## src/hw/mrd_pkg.sv

```systemverilog
package mrd_pkg;

  ////////////////////////////////////////////////////////////////////////////
  // Register byte offsets on the control bus
  localparam logic [7:0] MRD_REG_CTRL       = 8'h00;
  localparam logic [7:0] MRD_REG_STATE      = 8'h04;
  localparam logic [7:0] MRD_REG_DESC_ADDR  = 8'h08;
  localparam logic [7:0] MRD_REG_BUF_ADDR   = 8'h0c;
  localparam logic [7:0] MRD_REG_CACHE_USER = 8'h10;
  localparam logic [7:0] MRD_REG_STRIDE_CNT = 8'h14;
  localparam logic [7:0] MRD_REG_LINE_SIZE  = 8'h18;
  localparam logic [7:0] MRD_REG_LAST_STS   = 8'h1c;

  // Control register bits (write-one pulses)
  localparam int MRD_CTRL_START_BIT = 0;
  localparam int MRD_CTRL_CLEAR_BIT = 1;

  // State register bits
  localparam int MRD_STATE_BUSY_BIT   = 0;
  localparam int MRD_STATE_HALTED_BIT = 1;
  localparam int MRD_STATE_DONE_BIT   = 2;

  ////////////////////////////////////////////////////////////////////////////
  // Descriptor field layout
  localparam int MRD_CACHE_LSB  = 24;
  localparam int MRD_USERW_LSB  = 28;
  localparam int MRD_STRIDE_LSB = 0;
  localparam int MRD_LCOUNT_LSB = 19;
  localparam int MRD_LCOUNT_W   = 13;

  // Status word is written at descriptor base plus this offset
  localparam logic [31:0] MRD_STS_OFFSET = 32'h0000_001c;

  // Status word bit positions
  localparam int MRD_STS_DEST_LSB = 0;
  localparam int MRD_STS_ID_LSB   = 8;
  localparam int MRD_STS_USER_LSB = 16;
  localparam int MRD_STS_EOP_BIT  = 26;
  localparam int MRD_STS_SOP_BIT  = 27;
  localparam int MRD_STS_IE_BIT   = 28;
  localparam int MRD_STS_SE_BIT   = 29;
  localparam int MRD_STS_DE_BIT   = 30;
  localparam int MRD_STS_CMP_BIT  = 31;

  // Memory write responses
  localparam logic [1:0] MRD_RESP_SLVERR = 2'h2;
  localparam logic [1:0] MRD_RESP_DECERR = 2'h3;

  localparam logic [31:0] MRD_BEAT_BYTES = 32'h0000_0004;
  localparam int          MRD_FIFO_DEPTH = 32;

  // Reset values
  localparam logic [31:0] MRD_RST_WORD = 32'h0000_0000;

  typedef struct packed {
    logic [31:0] data;
    logic        last;
    logic [4:0]  dest;
    logic [4:0]  id;
    logic [3:0]  user;
  } mrd_beat_type;

  typedef struct packed {
    logic [31:0] addr;
    logic [31:0] data;
    logic [3:0]  cache;
    logic [3:0]  user;
  } mrd_wr_req_type;

endpackage : mrd_pkg

```

## src/hw/mrd_rx_status.sv

```systemverilog
// Functional notes
// - Line size counts bytes per horizontal line.
// - Capture routing value into status bits 4:0.
// - Capture stream identifier into status bits 12:8.
// - Capture user sideband into status bits 19:16.
// - End-of-packet flag marks buffer whose packet end completes its last line.
// - Begin-of-packet flag marks buffer with packet start.
// - Under-run or over-run sets internal error, halts.
// - Target slave error sets bit 29, halts.
// - Address decode error sets bit 30, halts.
// - Completion bit set once descriptor finished.
// - Line count from bits 31:19 per descriptor.
// - Next line starts at previous start plus stride.
// - Cache bits driven on every write address.
// - Status written only after all data writes.
`timescale 1ns/1ps

////////////////////////////////////////////////////////////////////////////////
// Stream buffer
module mrd_fifo #(
  parameter int WIDTH = 8,
  parameter int DEPTH = 32
) (
  input  wire logic             clk_i,
  input  wire logic             rst_i,
  input  wire logic [WIDTH-1:0] in_data_i,
  input  wire logic             in_valid_i,
  output logic                  in_ready_o,
  output logic [WIDTH-1:0]      out_data_o,
  output logic                  out_valid_o,
  input  wire logic             out_ready_i
);
  localparam int AW = $clog2(DEPTH);

  logic [WIDTH-1:0] mem_ff [DEPTH];
  logic [AW:0]      wr_ptr_ff;
  logic [AW:0]      rd_ptr_ff;
  logic [AW:0]      nxt_wr_ptr;
  logic [AW:0]      nxt_rd_ptr;
  logic             full;
  logic             empty;

  assign full        = (wr_ptr_ff[AW] != rd_ptr_ff[AW]) &&
                       (wr_ptr_ff[AW-1:0] == rd_ptr_ff[AW-1:0]);
  assign empty       = (wr_ptr_ff == rd_ptr_ff);
  assign in_ready_o  = !full;
  assign out_valid_o = !empty;
  assign out_data_o  = mem_ff[rd_ptr_ff[AW-1:0]];

  always_comb begin
    nxt_wr_ptr = wr_ptr_ff;
    nxt_rd_ptr = rd_ptr_ff;
    if (in_valid_i && !full) begin
      nxt_wr_ptr = wr_ptr_ff + 1'b1;
    end
    if (out_ready_i && !empty) begin
      nxt_rd_ptr = rd_ptr_ff + 1'b1;
    end
  end

  always_ff @(posedge clk_i) begin
    if (rst_i) begin
      wr_ptr_ff <= '0;
      rd_ptr_ff <= '0;
    end else begin
      wr_ptr_ff <= nxt_wr_ptr;
      rd_ptr_ff <= nxt_rd_ptr;
    end
  end

  // Storage needs no reset; pointers guard every read
  always_ff @(posedge clk_i) begin
    if (in_valid_i && !full) begin
      mem_ff[wr_ptr_ff[AW-1:0]] <= in_data_i;
    end
  end
endmodule : mrd_fifo

////////////////////////////////////////////////////////////////////////////////
// Receive descriptor engine with status write-back
module mrd_rx_status
  import mrd_pkg::*;
(
  input  wire logic        clk_i,
  input  wire logic        rst_i,
  // Wishbone classic slave
  input  wire logic        wb_cyc_i,
  input  wire logic        wb_stb_i,
  input  wire logic        wb_we_i,
  input  wire logic [7:0]  wb_adr_i,
  input  wire logic [3:0]  wb_sel_i,
  input  wire logic [31:0] wb_dat_i,
  output logic [31:0]      wb_dat_o,
  output logic             wb_ack_o,
  // Incoming packet stream
  input  wire logic [31:0] s_tdata_i,
  input  wire logic        s_tvalid_i,
  input  wire logic        s_tlast_i,
  input  wire logic [4:0]  s_tdest_i,
  input  wire logic [4:0]  s_tid_i,
  input  wire logic [3:0]  s_tuser_i,
  output logic             s_tready_o,
  // Memory write port: address and data travel together
  output logic [31:0]      m_awaddr_o,
  output logic [3:0]       m_awcache_o,
  output logic [3:0]       m_awuser_o,
  output logic [31:0]      m_wdata_o,
  output logic             m_valid_o,
  input  wire logic        m_ready_i,
  input  wire logic        m_bvalid_i,
  input  wire logic [1:0]  m_bresp_i,
  output logic             m_bready_o
);

  typedef enum logic [7:0] {
    ST_IDLE  = 8'h01,
    ST_DATA  = 8'h02,
    ST_WRITE = 8'h04,
    ST_RESP  = 8'h08,
    ST_STS   = 8'h10,
    ST_SRESP = 8'h20,
    ST_HALT  = 8'h40,
    ST_PREP  = 8'h80
  } mrd_state_type;

  //////////////////////////////////////////////////////////////////////////////
  // Register file
  logic [31:0] desc_addr_ff,  nxt_desc_addr;
  logic [31:0] buf_addr_ff,   nxt_buf_addr;
  logic [31:0] cache_user_ff, nxt_cache_user;
  logic [31:0] stride_cnt_ff, nxt_stride_cnt;
  logic [31:0] line_size_ff,  nxt_line_size;
  logic [31:0] rd_data_ff,    nxt_rd_data;
  logic        ack_ff,        nxt_ack;
  logic        start_req;
  logic        clear_req;
  logic        req;
  logic        done_ff;
  logic [31:0] last_sts_ff;
  mrd_state_type state_ff;

  assign req      = wb_cyc_i && wb_stb_i && !ack_ff;
  assign wb_ack_o = ack_ff;
  assign wb_dat_o = rd_data_ff;

  function automatic logic [31:0] merge(input logic [31:0] old_v,
                                        input logic [31:0] new_v,
                                        input logic [3:0]  sel);
    logic [31:0] r;
    r = old_v;
    for (int b = 0; b < 4; b++) begin
      if (sel[b]) begin
        r[b*8 +: 8] = new_v[b*8 +: 8];
      end
    end
    return r;
  endfunction : merge

  always_comb begin
    nxt_desc_addr  = desc_addr_ff;
    nxt_buf_addr   = buf_addr_ff;
    nxt_cache_user = cache_user_ff;
    nxt_stride_cnt = stride_cnt_ff;
    nxt_line_size  = line_size_ff;
    nxt_rd_data    = rd_data_ff;
    nxt_ack        = req;
    start_req      = 1'b0;
    clear_req      = 1'b0;
    if (req && wb_we_i) begin
      case (wb_adr_i)
        MRD_REG_CTRL: begin
          start_req = wb_sel_i[0] && wb_dat_i[MRD_CTRL_START_BIT];
          clear_req = wb_sel_i[0] && wb_dat_i[MRD_CTRL_CLEAR_BIT];
        end
        MRD_REG_DESC_ADDR:  nxt_desc_addr  = merge(desc_addr_ff,  wb_dat_i, wb_sel_i);
        MRD_REG_BUF_ADDR:   nxt_buf_addr   = merge(buf_addr_ff,   wb_dat_i, wb_sel_i);
        MRD_REG_CACHE_USER: nxt_cache_user = merge(cache_user_ff, wb_dat_i, wb_sel_i);
        MRD_REG_STRIDE_CNT: nxt_stride_cnt = merge(stride_cnt_ff, wb_dat_i, wb_sel_i);
        MRD_REG_LINE_SIZE:  nxt_line_size  = merge(line_size_ff,  wb_dat_i, wb_sel_i);
        default: ;
      endcase
    end else if (req) begin
      case (wb_adr_i)
        MRD_REG_STATE: begin
          nxt_rd_data = '0;
          nxt_rd_data[MRD_STATE_BUSY_BIT]   = (state_ff != ST_IDLE) && (state_ff != ST_HALT);
          nxt_rd_data[MRD_STATE_HALTED_BIT] = (state_ff == ST_HALT);
          nxt_rd_data[MRD_STATE_DONE_BIT]   = done_ff;
        end
        MRD_REG_DESC_ADDR:  nxt_rd_data = desc_addr_ff;
        MRD_REG_BUF_ADDR:   nxt_rd_data = buf_addr_ff;
        MRD_REG_CACHE_USER: nxt_rd_data = {cache_user_ff[31:24], 24'h00_0000};
        MRD_REG_STRIDE_CNT: nxt_rd_data = {stride_cnt_ff[31:19], 3'h0, stride_cnt_ff[15:0]};
        MRD_REG_LINE_SIZE:  nxt_rd_data = {16'h0000, line_size_ff[15:0]};
        MRD_REG_LAST_STS:   nxt_rd_data = last_sts_ff;
        default:            nxt_rd_data = '0;
      endcase
    end
  end

  always_ff @(posedge clk_i) begin
    if (rst_i) begin
      desc_addr_ff  <= MRD_RST_WORD;
      buf_addr_ff   <= MRD_RST_WORD;
      cache_user_ff <= MRD_RST_WORD;
      stride_cnt_ff <= MRD_RST_WORD;
      line_size_ff  <= MRD_RST_WORD;
      rd_data_ff    <= MRD_RST_WORD;
      ack_ff        <= 1'b0;
    end else begin
      desc_addr_ff  <= nxt_desc_addr;
      buf_addr_ff   <= nxt_buf_addr;
      cache_user_ff <= nxt_cache_user;
      stride_cnt_ff <= nxt_stride_cnt;
      line_size_ff  <= nxt_line_size;
      rd_data_ff    <= nxt_rd_data;
      ack_ff        <= nxt_ack;
    end
  end

  //////////////////////////////////////////////////////////////////////////////
  // Stream buffer
  mrd_beat_type in_beat;
  mrd_beat_type head;
  logic         head_valid;
  logic         pop;

  assign in_beat = '{data: s_tdata_i, last: s_tlast_i, dest: s_tdest_i,
                     id: s_tid_i, user: s_tuser_i};

  mrd_fifo #(
    .WIDTH ($bits(mrd_beat_type)),
    .DEPTH (MRD_FIFO_DEPTH)
  ) u_fifo (
    .clk_i       (clk_i),
    .rst_i       (rst_i),
    .in_data_i   (in_beat),
    .in_valid_i  (s_tvalid_i),
    .in_ready_o  (s_tready_o),
    .out_data_o  (head),
    .out_valid_o (head_valid),
    .out_ready_i (pop)
  );

  //////////////////////////////////////////////////////////////////////////////
  // Engine
  mrd_wr_req_type           wreq_ff,      nxt_wreq;
  mrd_state_type            nxt_state;
  logic [31:0]              line_base_ff, nxt_line_base;
  logic [15:0]              byte_cnt_ff,  nxt_byte_cnt;
  logic [MRD_LCOUNT_W-1:0]  lines_ff,     nxt_lines;
  logic [4:0]               dest_ff,      nxt_dest;
  logic [4:0]               id_ff,        nxt_id;
  logic [3:0]               user_ff,      nxt_user;
  logic                     beat_last_ff, nxt_beat_last;
  logic                     in_pkt_ff,    nxt_in_pkt;
  logic                     sop_ff,       nxt_sop;
  logic                     eop_ff,       nxt_eop;
  logic                     ie_ff,        nxt_ie;
  logic                     se_ff,        nxt_se;
  logic                     de_ff,        nxt_de;
  logic                     nxt_done;
  logic [31:0]              nxt_last_sts;
  logic [31:0]              sts_word;
  logic [15:0]              next_bytes;
  logic                     line_end;
  logic                     desc_full;

  assign m_awaddr_o  = wreq_ff.addr;
  assign m_wdata_o   = wreq_ff.data;
  assign m_awcache_o = wreq_ff.cache;
  assign m_awuser_o  = wreq_ff.user;
  assign m_valid_o   = (state_ff == ST_WRITE) || (state_ff == ST_STS);
  assign m_bready_o  = (state_ff == ST_RESP) || (state_ff == ST_SRESP);
  assign pop         = (state_ff == ST_DATA) && head_valid;

  assign next_bytes = byte_cnt_ff + MRD_BEAT_BYTES[15:0];
  assign line_end   = next_bytes >= line_size_ff[15:0];
  assign desc_full  = line_end &&
                      (lines_ff + 1'b1 == stride_cnt_ff[MRD_LCOUNT_LSB +: MRD_LCOUNT_W]);

  // Reserved positions stay zero; completion set here since data is done
  always_comb begin
    sts_word                                  = '0;
    sts_word[MRD_STS_DEST_LSB +: 5]           = dest_ff;
    sts_word[MRD_STS_ID_LSB +: 5]             = id_ff;
    sts_word[MRD_STS_USER_LSB +: 4]           = user_ff;
    sts_word[MRD_STS_EOP_BIT]                 = eop_ff;
    sts_word[MRD_STS_SOP_BIT]                 = sop_ff;
    sts_word[MRD_STS_IE_BIT]                  = ie_ff;
    sts_word[MRD_STS_SE_BIT]                  = se_ff;
    sts_word[MRD_STS_DE_BIT]                  = de_ff;
    sts_word[MRD_STS_CMP_BIT]                 = 1'b1;
  end

  always_comb begin
    nxt_state     = state_ff;
    nxt_wreq      = wreq_ff;
    nxt_line_base = line_base_ff;
    nxt_byte_cnt  = byte_cnt_ff;
    nxt_lines     = lines_ff;
    nxt_dest      = dest_ff;
    nxt_id        = id_ff;
    nxt_user      = user_ff;
    nxt_beat_last = beat_last_ff;
    nxt_in_pkt    = in_pkt_ff;
    nxt_sop       = sop_ff;
    nxt_eop       = eop_ff;
    nxt_ie        = ie_ff;
    nxt_se        = se_ff;
    nxt_de        = de_ff;
    nxt_done      = done_ff;
    nxt_last_sts  = last_sts_ff;
    case (state_ff)
      ST_IDLE: begin
        if (start_req) begin
          nxt_wreq.addr = buf_addr_ff;
          nxt_line_base = buf_addr_ff;
          nxt_byte_cnt  = '0;
          nxt_lines     = '0;
          nxt_sop       = !in_pkt_ff;
          nxt_eop       = 1'b0;
          nxt_ie        = 1'b0;
          nxt_se        = 1'b0;
          nxt_de        = 1'b0;
          nxt_done      = 1'b0;
          nxt_state     = ST_DATA;
        end
      end
      ST_DATA: begin
        if (head_valid) begin
          nxt_wreq.data  = head.data;
          nxt_wreq.cache = cache_user_ff[MRD_CACHE_LSB +: 4];
          nxt_wreq.user  = cache_user_ff[MRD_USERW_LSB +: 4];
          // Sideband is trusted to hold for the packet, so any beat will do
          nxt_dest       = head.dest;
          nxt_id         = head.id;
          nxt_user       = head.user;
          nxt_beat_last  = head.last;
          nxt_in_pkt     = !head.last;
          nxt_state      = ST_WRITE;
        end
      end
      ST_WRITE: begin
        if (m_ready_i) begin
          nxt_state = ST_RESP;
        end
      end
      ST_RESP: begin
        if (m_bvalid_i) begin
          if (m_bresp_i == MRD_RESP_SLVERR) begin
            nxt_se    = 1'b1;
            nxt_state = ST_STS;
          end else if (m_bresp_i == MRD_RESP_DECERR) begin
            nxt_de    = 1'b1;
            nxt_state = ST_STS;
          end else if (beat_last_ff || desc_full) begin
            // Packet length must match the programmed geometry exactly
            nxt_eop   = beat_last_ff && desc_full;
            nxt_ie    = !(beat_last_ff && desc_full);
            nxt_state = ST_STS;
          end else if (line_end) begin
            nxt_byte_cnt  = '0;
            nxt_lines     = lines_ff + 1'b1;
            nxt_line_base = line_base_ff + {16'h0000, stride_cnt_ff[MRD_STRIDE_LSB +: 16]};
            nxt_wreq.addr = nxt_line_base;
            nxt_state     = ST_DATA;
          end else begin
            nxt_byte_cnt  = next_bytes;
            nxt_wreq.addr = wreq_ff.addr + MRD_BEAT_BYTES;
            nxt_state     = ST_DATA;
          end
          // Flags land this edge, so the status word is built one cycle later
          if (nxt_state == ST_STS) begin
            nxt_wreq.addr = desc_addr_ff + MRD_STS_OFFSET;
            nxt_state     = ST_PREP;
          end
        end
      end
      ST_PREP: begin
        // Request fields must be settled before valid rises
        nxt_wreq.data  = sts_word;
        nxt_wreq.cache = cache_user_ff[MRD_CACHE_LSB +: 4];
        nxt_wreq.user  = cache_user_ff[MRD_USERW_LSB +: 4];
        nxt_state      = ST_STS;
      end
      ST_STS: begin
        if (m_ready_i) begin
          nxt_last_sts = wreq_ff.data;
          nxt_state    = ST_SRESP;
        end
      end
      ST_SRESP: begin
        if (m_bvalid_i) begin
          nxt_done  = 1'b1;
          nxt_state = (ie_ff || se_ff || de_ff || m_bresp_i[1]) ? ST_HALT : ST_IDLE;
        end
      end
      ST_HALT: begin
        // Engine stays frozen until software clears the halt
        if (clear_req) begin
          nxt_in_pkt = 1'b0;
          nxt_state  = ST_IDLE;
        end
      end
      default: nxt_state = ST_IDLE;
    endcase
  end

  always_ff @(posedge clk_i) begin
    if (rst_i) begin
      state_ff     <= ST_IDLE;
      wreq_ff      <= '0;
      line_base_ff <= MRD_RST_WORD;
      byte_cnt_ff  <= '0;
      lines_ff     <= '0;
      dest_ff      <= '0;
      id_ff        <= '0;
      user_ff      <= '0;
      beat_last_ff <= 1'b0;
      in_pkt_ff    <= 1'b0;
      sop_ff       <= 1'b0;
      eop_ff       <= 1'b0;
      ie_ff        <= 1'b0;
      se_ff        <= 1'b0;
      de_ff        <= 1'b0;
      done_ff      <= 1'b0;
      last_sts_ff  <= MRD_RST_WORD;
    end else begin
      state_ff     <= nxt_state;
      wreq_ff      <= nxt_wreq;
      line_base_ff <= nxt_line_base;
      byte_cnt_ff  <= nxt_byte_cnt;
      lines_ff     <= nxt_lines;
      dest_ff      <= nxt_dest;
      id_ff        <= nxt_id;
      user_ff      <= nxt_user;
      beat_last_ff <= nxt_beat_last;
      in_pkt_ff    <= nxt_in_pkt;
      sop_ff       <= nxt_sop;
      eop_ff       <= nxt_eop;
      ie_ff        <= nxt_ie;
      se_ff        <= nxt_se;
      de_ff        <= nxt_de;
      done_ff      <= nxt_done;
      last_sts_ff  <= nxt_last_sts;
    end
  end

endmodule : mrd_rx_status

```

## config.mk

```make
export PLATFORM = sky130hd
export DESIGN_NAME = mrd_rx_status
export DESIGN_NICKNAME = d
export VERILOG_FILES = /design/src/hw/mrd_pkg.sv /design/src/hw/mrd_rx_status.sv
export SDC_FILE = /design/constraint.sdc
export NUM_CORES = 2
export LEC_CHECK = 0
export BUFFER_PORTS_ARGS = -buffer_cell sky130_fd_sc_hd__buf_2
export CAP_MARGIN = 20
export CORE_UTILIZATION = 37
export DETAILED_ROUTE_END_ITERATION = 8
export SLEW_MARGIN = 10
export SYNTH_ARGS = -nofsm -noshare
export SYNTH_HDL_FRONTEND = slang
export SYNTH_SLANG_ARGS = --single-unit
```

## constraint.sdc

```tcl
create_clock -name clk_i -period 5.25 [get_ports clk_i]
set_clock_uncertainty 0.05 [all_clocks]
set_input_delay 1.05 -clock clk_i [delete_from_list [all_inputs] [get_ports clk_i]]
set_output_delay 1.05 -clock clk_i [all_outputs]
set_load 0.1 [all_outputs]
```

# Word-level counts from Yosys, hierarchy flattened

Memories as Yosys holds them, arrays and structs flattened. A register that Yosys moved wholly into a read port is not among the register bits.
Cells that the tools add are included.

Input bits: 101
Word-level logic and storage cells: 226
Memories: 1
Bits in registers: 360
Output and inout bits: 108
Memory bits (writable): 1504

Memories:

| name          | words | bits a word | read ports | clocked after memory_dff | wr ports | line                | source |
|---|---|---|---|---|---|---|---|
| u_fifo.mem_ff | 32    | 47          | 1          | 1                        | 1        | mrd_rx_status.sv:35 | `logic [WIDTH-1:0] mem_ff [DEPTH];` |

Multiplexer cells: 77
$lt $le $gt $ge: 1
Bitwise operators: 2
Reductions and logical operators: 58
Equality and inequality tests: 41
Add/sub/neg operators: 7

Operators with widths:

| cell                                                             | count |
|---|---|
| 32-bit two-way mux                                               | 12 |
| 32-bit case mux with 7 select lines                              | 1 |
| 32-bit case mux with 2 select lines                              | 2 |
| 16-bit two-way mux                                               | 6 |
| 8-bit two-way mux                                                | 10 |
| 40-bit case mux with 2 select lines                              | 1 |
| 13-bit two-way mux                                               | 6 |
| 8-bit case mux with 8 select lines                               | 1 |
| 3-bit AND reduction                                              | 17 |
| 8-bit by 5-bit == test with 1-bit output (second input constant) | 6 |
| 40-bit two-way mux                                               | 1 |
| 32-bit by 16-bit adder with 32-bit output                        | 1 |
| 32-bit by 3-bit adder with 32-bit output (second input constant) | 1 |
| 32-bit by 5-bit adder with 32-bit output (second input constant) | 1 |
| 16-bit case mux with 2 select lines                              | 1 |
| 13-bit case mux with 2 select lines                              | 1 |
| 5-bit two-way mux                                                | 5 |
| 8-bit by 4-bit == test with 1-bit output (second input constant) | 3 |
| 1-bit two-way mux                                                | 23 |
| 2-bit != test (second input constant)                            | 11 |
| 6-bit AND reduction                                              | 3 |
| 16-bit by 3-bit adder with 16-bit output (second input constant) | 1 |
| 8-bit by 3-bit == test with 1-bit output (second input constant) | 2 |
| 16-bit >= comparator                                             | 1 |
| 28 further kinds                                                 | 69 |

# Logic depth before layout (Yosys ltp)

Depth after elaboration: 13
Depth in mapped cells: 19

# Modules after synthesis

From an unflattened synthesis, not the netlist that was laid out.

Cells, all modules: 5690
Area total of the unflattened synthesis: 77275.4 sq um

Modules (own cells, without submodules):

| module        | sequential area each (sq um) | area each (sq um) | times used | cells each |
|---|---|---|---|---|
| mrd_fifo      | 45503.6                      | 59115.4           | 1          | 3333 |
| mrd_rx_status | 6866.6                       | 18159.9           | 1          | 2357 |

# Least setup slack after synthesis

Ideal clock, no wire load.

Kind: flip-flop to flip-flop
Start: register u_fifo.wr_ptr_ff[0]
End: memory u_fifo.mem_ff[15][0] in the netlist's numbering, enable pin
Required time: 4.747 ns
Period minus slack after synthesis: 4.593 ns
Path slack: 0.657 ns
Cell stages (with the launch flop): 8
Data arrival time: 4.090 ns
Buffers on the path: 1
Path through: dfxtp_1 -> xor2_1 -> nor3_1 -> nand2_1 -> and2_1 -> clkbuf_1 -> nand2_1 -> nor2_1

Cells in the longest elaborated chain, start to end: 6

RTL lines:

| what                                    | line                 | source |
|---|---|---|
| from (decl)                             | mrd_rx_status.sv:36  | `logic [AW:0] wr_ptr_ff;` |
| from (signal assigned)                  | mrd_rx_status.sv:66  | `wr_ptr_ff <= nxt_wr_ptr;` |
| 5-bit == test                           | mrd_rx_status.sv:44  | `(wr_ptr_ff[AW-1:0] == rd_ptr_ff[AW-1:0]);` |
| 1-bit logical AND                       | mrd_rx_status.sv:43  | `assign full = (wr_ptr_ff[AW] != rd_ptr_ff[AW]) &&` |
| 1-bit zero test                         | --                   |  |
| named net s_tready_o                    | mrd_rx_status.sv:102 | `output logic s_tready_o,` |
| 1-bit logical AND                       | mrd_rx_status.sv:73  | `if (in_valid_i && !full) begin` |
| 1-bit two-way mux                       | mrd_rx_status.sv:73  |  |
| 1-bit two-way mux (not written as such) | mrd_rx_status.sv:74  | `mem_ff[wr_ptr_ff[AW-1:0]] <= in_data_i;` |
| to (decl)                               | mrd_rx_status.sv:35  |  |

The timed path passes the listed nets, and every way through them passes these cells.

# Final worst setup path

Start: register state_ff[7]
End: output m_bready_o

Cells in the longest elaborated chain, start to end: 2
Elaborated cells between the ends (all ways): 3
Classes of those cells: eq/ne: 2; reduce/logical: 1

RTL lines:

| what                                                                                                 | line                 | source |
|---|---|---|
| from (decl)                                                                                          | mrd_rx_status.sv:140 | `mrd_state_type state_ff;` |
| from (signal assigned)                                                                               | mrd_rx_status.sv:430 | `state_ff <= nxt_state;` |
| 8-bit by 4-bit == test with 1-bit output or 8-bit by 6-bit == test with 1-bit output (tied branches) | mrd_rx_status.sv:274 | `assign m_bready_o = (state_ff == ST_RESP) \|\| (state_ff == ST_SRESP);` |
| 1-bit logical OR (*)                                                                                 | mrd_rx_status.sv:274 |  |
| to (decl)                                                                                            | mrd_rx_status.sv:112 | `output logic m_bready_o` |

Mark *: on every way between the ends. The rest lies on a longest branch, timed or not.

==> results.yml <==
run_status:
  outcome: "complete, no violations"
floorplan:
  die_area_um2: 205000
  rows: 165
  die_w_um: 453
  initial_core_util_pct: 37.2
  core_um2: 202000
  die_h_um: 453
  num_io_pins: 209
run:
  drv_cap: 0
drt:
  drc: 0
  routed-via-count: 43900
  routedWlPerCell_um: 28.4
  finalWirelength_um: 219000
  via_per_inst: 5.71
  firstDrtPassIters: 9
  drtIter0Drc: 4894
  ant_nets: 0
clock_tree:
  max-clock-path-buffers: 3
  clkTransAtPathRegs_ns: 0.06
  cts_tree: "done"
  cts-root-buf: "clkbuf_16"
  htree_levels: 4
  hold_buffers: 0
  post_cts_resized: 0
  post_cts_buffers: 0
  cts_buffers: 192
  cts.sinks: 1864
  clk_latency_ns: 0.85
critical_path:
  crit_path_max_fanout: 56
  endpoint_kind: "primary output"
  critPathArrivalTime_ns: 3.47
  r2r_slack_ns: 0.72
  crit_type: "reg2out"
  required_ns: 4.15
  critPathLaunchType: "flip-flop"
sta:
  slew_headroom_pct: 27.9
  fmax_mhz: 219
  slew_violations: 0
  rsz0062_at_grt: "false"
  finalHoldViolCount: 0
  final-setup-viol-count: 0
  tightest_slew_ns: 1.08
  period_share_pct: 87.0
  finalCriticalPeriod_ns: 4.57
  fin_setup_tns_ns: 0
synth:
  yosysSeqAreaShare_pct: 69.5
  postSynthCellCount: 4597
  synth.net_count: 4738
  yosys.area.top_type: "edfxtp_1"
  syn_area_um2: 75400
  synth_area_leaders: "edfxtp_1, mux4_2, dfxtp_1"
  yosysWarnings: 0
  synth_top_area_share_pct: 59.9
  ys_ff_latch: 1864
  synth_area_per_cell_um2: 16.4
  synth_flop_cell: "edfxtp_1"
  synth.distinct_cells: 83
  async_flop_share_pct: 0
  synth_edf_count: 1504
global_routing:
  grt_overflow: 0
  grt_antenna_before_repair: 31
  grt_pass1_vias: 42700
  grt_use_total_pct: 21.1
  grt_max_degree: 139
  grt_pass1_wl_um: 313000
placed_design:
  portBuffers: 208
  globalplace.congestion: 0.877
  place_hpwl_um: 134000
cells_and_area:
  final_util_pct: 42.8
  finalNetCount: 4992
  layout-drive-gt1-share_pct: 23.0
  fillers: 17900
  area_delta_synth_final_pct: 14.8
pwr:
  ir_drop_uv: 339
  powerDensity_nw_per_um2: 344
  p_leak_nw: 26.4
worst_hold_path:
  hp-class: "reg2reg"
## path summary, 6_finish.rpt
kind                                     start              to  depth (start not counted)
worst min register to register       in_pkt_ff          sop_ff                          1
worst max-delay path               state_ff[7]      m_bready_o                          6
worst min-delay path                 in_pkt_ff          sop_ff                          1
worst max register to register  byte_cnt_ff[2]  m_awaddr_o[26]                         15
## cell usage in the layout (no fill, tap or decap), types with 20 or more instances in the layout
cell type / netlist / layout
a211oi_1: 51 / 51
a21oi_1: 335 / 335
a222oi_1: 25 / 25
a22oi_1: 42 / 42
a31oi_1: 27 / 27
and2_1: 20 / 20
and3_1: 26 / 26
buf_12: 0 / 32
buf_2: 15 / 207
buf_4: 7 / 112
clkbuf_1: 220 / 50
clkbuf_16: 0 / 194
clkinv_1: 0 / 41
clkinv_2: 0 / 31
dfxtp_1: 360 / 355
edfxtp_1: 1504 / 1504
ha_1: 39 / 39
inv_1: 34 / 34
mux2i_1: 54 / 54
mux4_2: 470 / 470
nand2_1: 386 / 386
nand3_1: 173 / 173
nand4_1: 26 / 26
nor2_1: 269 / 232
nor2_4: 0 / 35
nor3_1: 53 / 52
o211ai_1: 23 / 23
o21ai_0: 49 / 49
xnor2_1: 83 / 83
xor2_1: 38 / 38
## metal layers
| layer | global-route usage (%) | part of all wire (%) | vias up |
|---|---|---|---|
| li1 | - | - | 18800 |
| met5 | 0 | 0.027 | - |
| met2 | 34.9 | 49 | 1828 |
| met4 | 6.62 | 3.0 | 8 |
| met1 | 28.2 | 40 | 22900 |
| met3 | 3.71 | 7.6 | 335 |
## sequential cells by signal (all words and copies together), names as in the netlist, 4 cells and up, named ones only
name              cells
u_fifo.mem_ff      1504
buf_addr_ff          32
desc_addr_ff         32
last_sts_ff          32
line_base_ff         32
m_awaddr_o           32
m_wdata_o            32
wb_dat_o             32
stride_cnt_ff        29
line_size_ff         16
byte_cnt_ff          14
lines_ff             13
cache_user_ff         8
state_ff              8
u_fifo.rd_ptr_ff      6
u_fifo.wr_ptr_ff      6
dest_ff               5
id_ff                 5
m_awcache_o           4
m_awuser_o            4
user_ff               4
## cells by family after synthesis
group,share of synthesized area (%)
AO/OA/AOI/OAI,5.55
XOR/XNOR,1.44
adder cells (fa/ha/maj),0.674
buffers and inverters,1.69
flip-flops,69.5
multiplexers,14.8
AND/OR/NAND/NOR,6.39
## final cells by class
cell class,count,area [um^2],area share [%]
sequential,1864,52400,60.5
multi-input combinational,2406,22000,25.5
clock buffer,252,5130,5.93
tap,2672,3340,3.86
timing repair buffer,353,2550,2.94
clock inverter,99,963,1.11
inverter,34,128,0.147
antenna,6,15.0,0.0173
## per-stage QoR
step           area (um^2)  power [mW]  setup slack [ns]  hold slack [ns]  cells
6_report             86500        29.8             0.683            0.395   7686
4_1_cts              86500        30.0             0.669            0.360   7679
2_1_floorplan        75400        16.5             0.657            0.357   4597
5_1_grt              86500        30.6             0.427            0.403   7682
3_5_place_dp         80400        16.9             0.758            0.373   7328
3_3_place_gp         80400        16.9             0.809            0.375   7328
## where the power goes
group	internal [mW]	total [mW]	switching, mW
clock network	7.37	13.2	5.83
logic	0.123	0.555	0.431
registers	16.0	16.0	0.0179
## critical path, cell delays in order (launching register included)
cell and delay, ns:
dfxtp_1 0.36, or4_1 0.54, nand2b_1 0.22, or3b_2 0.49, buf_4 0.32, nand2_1 0.21, buf_2 0.45
## cell usage after synthesis (9+ instances only)
| cell type | count |
|---|---|
| a2111oi_0 | 13 |
| a211oi_1 | 51 |
| a21o_1 | 9 |
| a21oi_1 | 335 |
| a222oi_1 | 25 |
| a22oi_1 | 42 |
| a31oi_1 | 27 |
| and2_1 | 20 |
| and3_1 | 26 |
| buf_1 | 50 |
| buf_2 | 15 |
| clkbuf_1 | 220 |
| dfxtp_1 | 360 |
| edfxtp_1 | 1504 |
| ha_1 | 39 |
| inv_1 | 34 |
| mux2i_1 | 54 |
| mux4_2 | 470 |
| nand2_1 | 386 |
| nand2b_1 | 9 |
| nand3_1 | 173 |
| nand3b_1 | 14 |
| nand4_1 | 26 |
| nor2_1 | 269 |
| nor2b_1 | 12 |
| nor3_1 | 53 |
| nor4_1 | 12 |
| o211ai_1 | 23 |
| o21ai_0 | 49 |
| o31ai_1 | 11 |
| o32ai_1 | 11 |
| or3_1 | 15 |
| or4_1 | 9 |
| xnor2_1 | 83 |
| xor2_1 | 38 |
Note: power is estimated with default switching activity, not from simulation.
